`src/core/ude_cfg.svh`:
```
// Register offsets, field positions and reset values of the USB enable block
// Notes on behaviour
// - Flags are set only by hardware events
// - Writing one clears a flag; zero leaves it
// - Device completes each transfer status phase itself; statusAck only with EP0 bit 3 set
// - OTG bit 7 connects the D+ pull-up, only with OTG bit 2 set and the module enabled and powered
`ifndef UDE_CFG_SVH
`define UDE_CFG_SVH
`define UDE_ADDR_W 4
`define UDE_DATA_W 8
`define UDE_OFS_CTRL 4'h0
`define UDE_OFS_OTG 4'h1
`define UDE_OFS_PWR 4'h2
`define UDE_OFS_EP0 4'h3
`define UDE_OFS_IFLAG 4'h4
`define UDE_OFS_IEN 4'h5
`define UDE_OFS_EFLAG 4'h6
`define UDE_OFS_EEN 4'h7
`define UDE_OFS_STAT 4'h8
`define UDE_CTRL_EN 0
`define UDE_CTRL_PPRST 1
`define UDE_OTG_EN 2
`define UDE_OTG_DPPU 7
`define UDE_PWR_ON 0
`define UDE_EP0_RXEN 0
`define UDE_EP0_HSHK 3
`define UDE_IFLAG_RST 0
`define UDE_IFLAG_ERR 1
`define UDE_IFLAG_TOK 3
`define UDE_IFLAG_STALL 7
`define UDE_RESET_VAL 8'h00
`define UDE_STATUS_CYC 4'h4
`endif

```
`src/core/ude_pkg.sv`:
```
// Types of the USB enable block
package ude_pkg;
  typedef enum logic [1:0] {
    UDE_IDLE = 2'b00,
    UDE_DATA = 2'b01,
    UDE_STATUS = 2'b10,
    UDE_DONE = 2'b11
  } ude_xfer_t;
endpackage : ude_pkg

```
`src/core/ude_core.sv`:
```
// USB device enable, flag clearing and status phase sequencing
//
// The address map and the plain strobed port were left to the implementer.
`timescale 1ns/1ps
`include "ude_cfg.svh"
module ude_core (
  // Clock and reset
  input wire logic clk,
  input wire logic rst_n,
  // Register port
  input wire logic [3:0] regAddr,
  input wire logic [7:0] regWdata,
  input wire logic regWr,
  input wire logic regRd,
  output logic [7:0] regRdata,
  // Bus events from the link
  input wire logic busResetPin,
  input wire logic setupRxPin,
  input wire logic dataDonePin,
  input wire logic errPin,
  input wire logic vbusPin,
  // Link control
  output logic statusAck,
  output logic dplusPullup,
  output logic pingpongPtrClr,
  // Interrupt
  output logic irq
);
  logic [7:0] usbControlReg;
  logic [7:0] otgControlReg;
  logic [7:0] usbPowerControlReg;
  logic [7:0] endpoint0ControlReg;
  logic [7:0] usbIntEnableReg;
  logic [7:0] usbErrorIntEnableReg;
  logic [7:0] usbIntFlagReg;
  logic [7:0] usbErrorFlagReg;
  logic [4:0] syncA;
  logic [4:0] syncB;
  logic [4:0] syncPrev;
  logic [4:0] rise;
  logic [7:0] intSet;
  logic [7:0] errSet;
  logic intPend;
  logic errPend;
  logic active;
  logic [3:0] statusCnt;
  ude_pkg::ude_xfer_t xferState;

  // Pins come from the bus side, two flops before use
  always_ff @(posedge clk or negedge rst_n) begin
    if (!rst_n) begin
      syncA <= 5'h00;
      syncB <= 5'h00;
      syncPrev <= 5'h00;
    end else begin
      syncA <= {vbusPin, errPin, dataDonePin, setupRxPin, busResetPin};
      syncB <= syncA;
      syncPrev <= syncB;
    end
  end

  assign rise = syncB & ~syncPrev;
  assign active = usbControlReg[`UDE_CTRL_EN] &
    usbPowerControlReg[`UDE_PWR_ON];

  // Control registers written by software
  always_ff @(posedge clk or negedge rst_n) begin
    if (!rst_n) begin
      usbControlReg <= `UDE_RESET_VAL;
      otgControlReg <= `UDE_RESET_VAL;
      usbPowerControlReg <= `UDE_RESET_VAL;
      endpoint0ControlReg <= `UDE_RESET_VAL;
      usbIntEnableReg <= `UDE_RESET_VAL;
      usbErrorIntEnableReg <= `UDE_RESET_VAL;
    end else if (regWr) begin
      unique case (regAddr)
        `UDE_OFS_CTRL: usbControlReg <= regWdata;
        `UDE_OFS_OTG: otgControlReg <= regWdata;
        `UDE_OFS_PWR: usbPowerControlReg <= regWdata;
        `UDE_OFS_EP0: endpoint0ControlReg <= regWdata;
        `UDE_OFS_IEN: usbIntEnableReg <= regWdata;
        `UDE_OFS_EEN: usbErrorIntEnableReg <= regWdata;
        default: ;
      endcase
    end
  end

  // Pointer reset held while its bit stands
  assign pingpongPtrClr = usbControlReg[`UDE_CTRL_PPRST];
  // Pull-up only with module running and OTG enabled
  assign dplusPullup = otgControlReg[`UDE_OTG_DPPU] & active &
    otgControlReg[`UDE_OTG_EN];

  // Status phase finished without software
  always_ff @(posedge clk or negedge rst_n) begin
    if (!rst_n) begin
      xferState <= ude_pkg::UDE_IDLE;
      statusCnt <= 4'h0;
      statusAck <= 1'b0;
    end else begin
      statusAck <= 1'b0;
      unique case (xferState)
        ude_pkg::UDE_IDLE: begin
          if (active && rise[1] &&
              endpoint0ControlReg[`UDE_EP0_RXEN]) begin
            xferState <= ude_pkg::UDE_DATA;
          end
        end
        ude_pkg::UDE_DATA: begin
          if (!active) begin
            xferState <= ude_pkg::UDE_IDLE;
          end else if (rise[2]) begin
            xferState <= ude_pkg::UDE_STATUS;
            statusCnt <= `UDE_STATUS_CYC;
          end
        end
        ude_pkg::UDE_STATUS: begin
          if (statusCnt == 4'h1) begin
            xferState <= ude_pkg::UDE_DONE;
            statusAck <= endpoint0ControlReg[`UDE_EP0_HSHK];
          end
          statusCnt <= statusCnt - 4'h1;
        end
        ude_pkg::UDE_DONE: xferState <= ude_pkg::UDE_IDLE;
      endcase
    end
  end

  // Hardware events only; reset, error and receive-off gated by module activity, token and stall by transfer state
  always_comb begin
    intSet = 8'h00;
    errSet = 8'h00;
    intSet[`UDE_IFLAG_RST] = active & rise[0];
    intSet[`UDE_IFLAG_ERR] = active & rise[3];
    intSet[`UDE_IFLAG_TOK] = xferState == ude_pkg::UDE_DONE;
    intSet[`UDE_IFLAG_STALL] = rise[1] &
      (xferState != ude_pkg::UDE_IDLE);
    errSet[0] = active & rise[3];
    errSet[1] = rise[1] & ~endpoint0ControlReg[`UDE_EP0_RXEN] & active;
  end

  ude_flag_reg intFlags (
    .clk(clk),
    .rst_n(rst_n),
    .setEvt(intSet),
    .clrWr(regWr && regAddr == `UDE_OFS_IFLAG),
    .clrData(regWdata),
    .enable(usbIntEnableReg),
    .flags(usbIntFlagReg),
    .anyPending(intPend)
  );

  ude_flag_reg errFlags (
    .clk(clk),
    .rst_n(rst_n),
    .setEvt(errSet),
    .clrWr(regWr && regAddr == `UDE_OFS_EFLAG),
    .clrData(regWdata),
    .enable(usbErrorIntEnableReg),
    .flags(usbErrorFlagReg),
    .anyPending(errPend)
  );

  assign irq = intPend | errPend;

  // Read data one cycle after the strobe, zero otherwise
  always_ff @(posedge clk or negedge rst_n) begin
    if (!rst_n) begin
      regRdata <= 8'h00;
    end else if (regRd) begin
      unique case (regAddr)
        `UDE_OFS_CTRL: regRdata <= usbControlReg;
        `UDE_OFS_OTG: regRdata <= otgControlReg;
        `UDE_OFS_PWR: regRdata <= usbPowerControlReg;
        `UDE_OFS_EP0: regRdata <= endpoint0ControlReg;
        `UDE_OFS_IFLAG: regRdata <= usbIntFlagReg;
        `UDE_OFS_IEN: regRdata <= usbIntEnableReg;
        `UDE_OFS_EFLAG: regRdata <= usbErrorFlagReg;
        `UDE_OFS_EEN: regRdata <= usbErrorIntEnableReg;
        // Supply sense for the check before enabling
        `UDE_OFS_STAT: regRdata <= {5'h00, xferState, syncB[4]};
        default: regRdata <= 8'h00;
      endcase
    end else begin
      regRdata <= 8'h00;
    end
  end
endmodule : ude_core

```
`src/core/ude_flag_reg.sv`:
```
// One write-one-to-clear flag register with enable gating
`timescale 1ns/1ps
`include "ude_cfg.svh"
module ude_flag_reg (
  // Clock and reset
  input wire logic clk,
  input wire logic rst_n,
  // Hardware events
  input wire logic [7:0] setEvt,
  // Software clear
  input wire logic clrWr,
  input wire logic [7:0] clrData,
  // Enables and result
  input wire logic [7:0] enable,
  output logic [7:0] flags,
  output logic anyPending
);
  // Set term last so a same-cycle event survives its clear
  always_ff @(posedge clk or negedge rst_n) begin
    if (!rst_n) begin
      flags <= `UDE_RESET_VAL;
    end else begin
      flags <= (flags & ~(clrWr ? clrData : 8'h00)) | setEvt;
    end
  end

  assign anyPending = |(flags & enable);
endmodule : ude_flag_reg

```
`config.mk`:
```
export PLATFORM = sky130hd
export DESIGN_NAME = ude_core
export DESIGN_NICKNAME = d
export VERILOG_FILES = /design/src/core/ude_pkg.sv /design/src/core/ude_core.sv /design/src/core/ude_flag_reg.sv
export VERILOG_INCLUDE_DIRS = /design/src /design/src/core
export SDC_FILE = /design/constraint.sdc
export NUM_CORES = 1
export LEC_CHECK = 0
export BUFFER_PORTS_ARGS = -buffer_cell sky130_fd_sc_hd__buf_2
export CORE_ASPECT_RATIO = 1.5
export CORE_MARGIN = 2
export CORE_UTILIZATION = 30
export CTS_CLUSTER_DIAMETER = 50
export CTS_CLUSTER_SIZE = 8
export DETAILED_ROUTE_END_ITERATION = 6
export SLEW_MARGIN = 15
export SYNTH_ARGS = -nofsm -noshare
export SYNTH_HDL_FRONTEND = slang
export SYNTH_SLANG_ARGS = --single-unit
```
`constraint.sdc`:
```
create_clock -name clk -period 2.7 [get_ports clk]
set_input_delay 0.135 -clock clk [delete_from_list [all_inputs] [get_ports clk]]
set_output_delay 0.135 -clock clk [all_outputs]
set_load 0.02 [all_outputs]
```
### Word-level counts from Yosys, hierarchy flattened

Index checks and enable logic that the tools add are counted.

* input port bits: 21
* flip-flop bits (word level): 93
* output and inout bits: 12
* logic and storage cells: 85

* bitwise gates (word level): 20
* muxes and demuxes: 14
* reduce and logical (&&, ||, !) cells: 18
* add/subtract/negate cells: 1
* eq/ne operators: 17

Operators with widths (number)
* 8-bit case mux with 9 select lines: 1
* 8-bit AND: 4
* 8-bit 2-to-1 mux: 3
* 4-bit by 3-bit == test with 1-bit output, second input constant: 4
* 8-bit inverter: 2
* 8-bit OR reduction: 2
* 2-bit AND reduction: 6
* 1-bit AND: 8
* 4-bit by 1-bit == test with 1-bit output, second input constant: 2
* 4-bit by 2-bit == test with 1-bit output, second input constant: 2
* 2-bit 2-to-1 mux: 4
* 4-bit 2-to-1 mux: 2
* 2-bit != test, second input constant: 4
* 8-bit by 2-bit OR with 8-bit output: 1
* 8-bit OR: 1
* 2-bit case mux with 4 select lines: 1
* 4-bit case mux with 2 select lines: 1
* 3-bit AND reduction: 2
* 4-bit AND: 1
* 2-bit == test, second input constant: 2
* 4-bit == test, second input constant: 1
* 1-bit logical AND: 4
* 4-bit logical NOT: 1
* 4-bit inverter: 1
* 8 further kinds: 10

### Logic depth before layout (Yosys ltp)

* depth in word-level cells: 6
* gate-level depth with buffers: 7
* gate-level depth less buffers: 5

### By module

A second synthesis with hierarchy kept.

* cell total of the unflattened synthesis: 335
* area total of the unflattened synthesis: 4207.8 µm²

By module, submodules not included
* ude_core: area each 3539.6 µm², sequential area each 1926.8 µm², times used 1, cells an instance 275
* ude_flag_reg: area each 334.1 µm², sequential area each 200.2 µm², times used 2, cells an instance 30

### Worst setup path after synthesis

No wires, ideal clock.

* path type: register to register
* start: register errFlags.flags[6]
* end: register regRdata[6]
* slack: 1.430 ns
* arrival: 1.145 ns
* library setup time: 0.126 ns
* clock period less this slack: 1.270 ns
* buffers on the path: 0
* data required time: 2.574 ns
* stages on the path, launching flop included: 4
* cells stage by stage: dfrtp_1 > mux4_2 > a221oi_1 > nor2_1

* longest elaborated chain between the ends: 2

Ends and longest elaborated chain
* start, declared: RTL line ude_flag_reg.sv:15 `output logic [7:0] flags,`
* start signal, assigned: RTL line ude_flag_reg.sv:21 `` flags <= `UDE_RESET_VAL; ``
* start signal, assigned: RTL line ude_flag_reg.sv:23 `flags <= (flags & ~(clrWr ? clrData : 8'h00)) | setEvt;`
* 8-bit case mux with 9 select lines: RTL line ude_core.sv:171 `unique case (regAddr)`
* 8-bit 2-to-1 mux: RTL line ude_core.sv:170 `end else if (regRd) begin`
* end signal, assigned: RTL line ude_core.sv:172 `` `UDE_OFS_CTRL: regRdata <= usbControlReg; ``
* end signal, assigned: RTL line ude_core.sv:173 `` `UDE_OFS_OTG: regRdata <= otgControlReg; ``
* end signal, assigned: RTL line ude_core.sv:174 `` `UDE_OFS_PWR: regRdata <= usbPowerControlReg; ``
* end, declared: RTL line ude_core.sv:15 `output logic [7:0] regRdata,`

No other way between the ends.
A chain may end at the register's enable or synchronous reset.

### Worst setup path after layout

* start: register usbIntEnableReg[4]
* end: output irq

* longest elaborated chain between the ends: 3

Ends and longest elaborated chain
* start, declared: RTL line ude_core.sv:33 `logic [7:0] usbIntEnableReg;`
* start signal, assigned: RTL line ude_core.sv:73 `` usbIntEnableReg <= `UDE_RESET_VAL; ``
* start signal, assigned: RTL line ude_core.sv:81 `` `UDE_OFS_IEN: usbIntEnableReg <= regWdata; ``
* 8-bit AND: RTL line ude_flag_reg.sv:27 `assign anyPending = |(flags & enable);`
* 8-bit OR reduction: RTL line ude_flag_reg.sv:27
* 1-bit OR: RTL line ude_core.sv:164 `assign irq = intPend | errPend;`
* end, declared: RTL line ude_core.sv:27 `output logic irq`

No other way between the ends.

==> impl_metrics.csv <==
group,metric,value,unit
cells_and_area,syn_to_final_growth,15.0,%
sta,totalNegativeSetupSlack,0,ns
synth,syn_area_per_cell,13.2,sq um
global_route,grt_pass1_vias,2928,
clock_network,ctsResizeCount,0,
setup_path,critPathKind,"reg2out",
setup_path,crit_buf_inv,1,
die,die_w,101,um
global_route,grt_pass1_wl,16.2,mm
detailed_routing,wl,10.3,mm
cells_and_area,final_common_cell,"dfrtp_1",
synth,async_flop_share,100,%
synth,yosysWarnings,0,
clock_network,path_clk_slew,0.07,ns
detailed_routing,wl_per_cell,19.6,um
placement,place_congestion,0.865,
pwr,p_per_area,752,nW/um^2
hold_path,min_to,"regRdata[3]$_DFF_PN0_",
setup_path,arrival,1.77,ns
sta,min_period,1.90,ns
setup_path,rr_worst_depth,4,
synth,synthTopCellsByArea,"dfrtp_1 55%, mux2_2 14%, a221oi_1 1.9%",
global_route,use_met1,16.0,%
run_status,status,"finished clean",
clock_network,clock_latency,0.35,ns
sta,maxSlewViolCount,0,
global_route,grt_use_total,14.5,%
setup_path,cp_top_family,"compound AO/OA/AOI/OAI gates",
clock_network,post_cts_buffers,0,
sta,holdWs,0.0547,ns
pwr,power,3.64,mW
detailed_routing,drtAntennaViolNets,0,
sta,fin_skew,0.00590,ns
sta,hold_viol,0,
global_route,antenna_found_initial,0,
synth,yosys.cell_types.count,62,
detailed_routing,routed_via_density,5.36,
synth,synthFlopType,"dfrtp_1",
sta,timing.slew.headroom,52.0,%
global_route,top_usage_layer,"met2",
pwr,vdd_drop_max,0.000265,V
sta,rsz0062_at_grt,"false",
clock_network,htreeDepth,3,
clock_network,cts_hold_buf,6,
setup_path,path_cells,"a22o_1 -> a221oi_1 -> nand4_1 -> buf_2",
global_route,use_met3,3.33,%
detailed_routing,dr.first_iter.drc_count,139,
hold_path,hold_path.class,"in2reg",
die,io_pins,33,
cells_and_area,n_fill_cell,1348,
job,drv_cap,0,
sta,max_freq,526,MHz
placement,portBuffers,32,
die,row_count,53,
die,die_h,149,um
placement,postPlaceCellArea,4500,sq um
clock_network,root_buffer,"clkbuf_16",
synth,synth_area,4210,sq um
cells_and_area,regArea,2330,sq um
setup_path,worstPathMaxFanout,3,
placement,dp_hpwl,7.10,mm
clock_network,cts_num_sinks,93,
setup_path,crit_slowest_cell,"dfrtp_1",
die,core,13900,sq um
setup_path,cp_slowest_stage_delay,0.43,ns
die,start_util,30.4,%
sta,worstMarginPinSlew,0.719,ns
setup_path,r2r-end,"statusCnt[1]$_DFFE_PN0P_",
hold_path,min_from,"regRd",
clock_network,cts_made_buffers,9,
clock_network,cts_tree,"yes",
detailed_routing,drc,0,
global_route,met2_usage,25.2,%
pwr,p_leak,2.11,nW
synth,syn_nets,341,
synth,synth_seq_cells,93,
synth,synth_top_area_share,55.3,%
hold_path,holdPathStages,3,
synth,syn-instance-count,318,
clock_network,cts.path.max_buffers,2,
setup_path,cp-end-kind,"output port",
setup_path,worstSetupStartpointType,"flop",
setup_path,rrSetupSlack,1.28,ns
cells_and_area,final_cell_mix,"93 x dfrtp_1, 51 x mux2_2, 31 x buf_2",
detailed_routing,dr.pass1.iters,4,
detailed_routing,vias,2808,
synth,synth_edf_count,0,
setup_path,r2r_start,"usbControlReg[0]$_DFFE_PN0P_",
global_route,grt_overflow,0,
synth,ys_seq_area_share,55.3,%
cells_and_area,drive_above_1_share,32.6,%
cells_and_area,fin_area,4840,sq um
sta,setup_violations,0,
synth,yosys.area.top_type,"dfrtp_1",
sta,period_share,70.4,%
global_route,grt_max_degree,94,
cells_and_area,multi_input_area,1760,sq um
setup_path,required,2.57,ns
die,fp.dieArea,15000,sq um
cells_and_area,diodes,0,
cells_and_area,final_nets,377,
[synthesized netlist by cell type (all sizes together), types with 2 or more instances]
library cell	instances
nand2b	4
xnor2	2
and3	2
or2	2
o221ai	2
mux2	52
clkbuf	2
ha	2
dfrtp	93
nand2	18
nand4b	2
a221oi	9
nor3	6
nor2	12
a32o	2
nor4	2
inv	6
o21ai	5
a32oi	3
a21oi	4
and2	4
a21boi	10
o22ai	2
mux2i	7
a22o	8
buf	12
nand3	4
nand4	2
nor2b	3
mux4	3
nor3b	5
a22oi	3
nand3b	7
a31oi	2
a21o	4
[worst max path at each step]
stage	from	to	slack (ns)	cells past startpoint
global route	usbIntEnableReg[4]$_DFFE_PN0P_	irq	0.75	4
CTS	usbIntEnableReg[4]$_DFFE_PN0P_	irq	0.75	4
finish	usbIntEnableReg[4]$_DFFE_PN0P_	irq	0.80	4
global placement	regAddr[1]	endpoint0ControlReg[6]$_DFFE_PN0P_	0.87	3
floorplan	errFlags.flags[6]$_DFF_PN0_	regRdata[6]$_DFF_PN0_	1.43	3
detailed placement	regAddr[2]	intFlags.flags[0]$_DFF_PN0_	0.84	5
[power by group]
part           switching, mW  total [mW]  leakage, nW  internal [mW]
clock network          0.555        1.19        0.133          0.632
logic                  0.292       0.621        0.810          0.329
registers              0.195        1.83         1.17           1.63
total                   1.04        3.64         2.11           2.59
[routing by layer]
layer	share of wire [%]	vias to the layer above
met5	0	-
met2	53	83
li1	-	1259
met3	3.5	29
met4	4.6	0
met1	39	1437
[cells by family after synthesis]
group	after synthesis	synth area share (%)
multiplexers	62	17.2
AO/OA/AOI/OAI	61	11.2
buffers and inverters	20	2.83
XOR/XNOR	2	0.416
flip-flops	93	55.3
adder cells (fa/ha/maj)	2	0.595
AND/OR/NAND/NOR	78	12.5
[area by class of cell]
class                   count  area share [%]
multi-input cells         205            36.4
flip-flops and latches     93            48.1
inverters                   6           0.466
repair buffers             39            5.02
clock inverters             6           0.983
well taps                 165            4.27
clock buffers              10            4.73
[worst register-to-register path, cell delays in order (launching register included)]
cell and delay, ns:
dfrtp_1 0.40, and2_1 0.20, nand4b_1 0.14, o21ai_0 0.39
o22ai_1 0.16
[through the flow]
stage / std cells / utilization [%] / worst slack, ns
CTS: 524 / 34.9 / 0.751
finish: 524 / 34.9 / 0.800
detailed placement: 502 / 32.5 / 0.842
global route: 524 / 34.9 / 0.752
floorplan: 318 / - / 1.43
global placement: 502 / 32.5 / 0.866
Power figures use the tool's default switching activity.
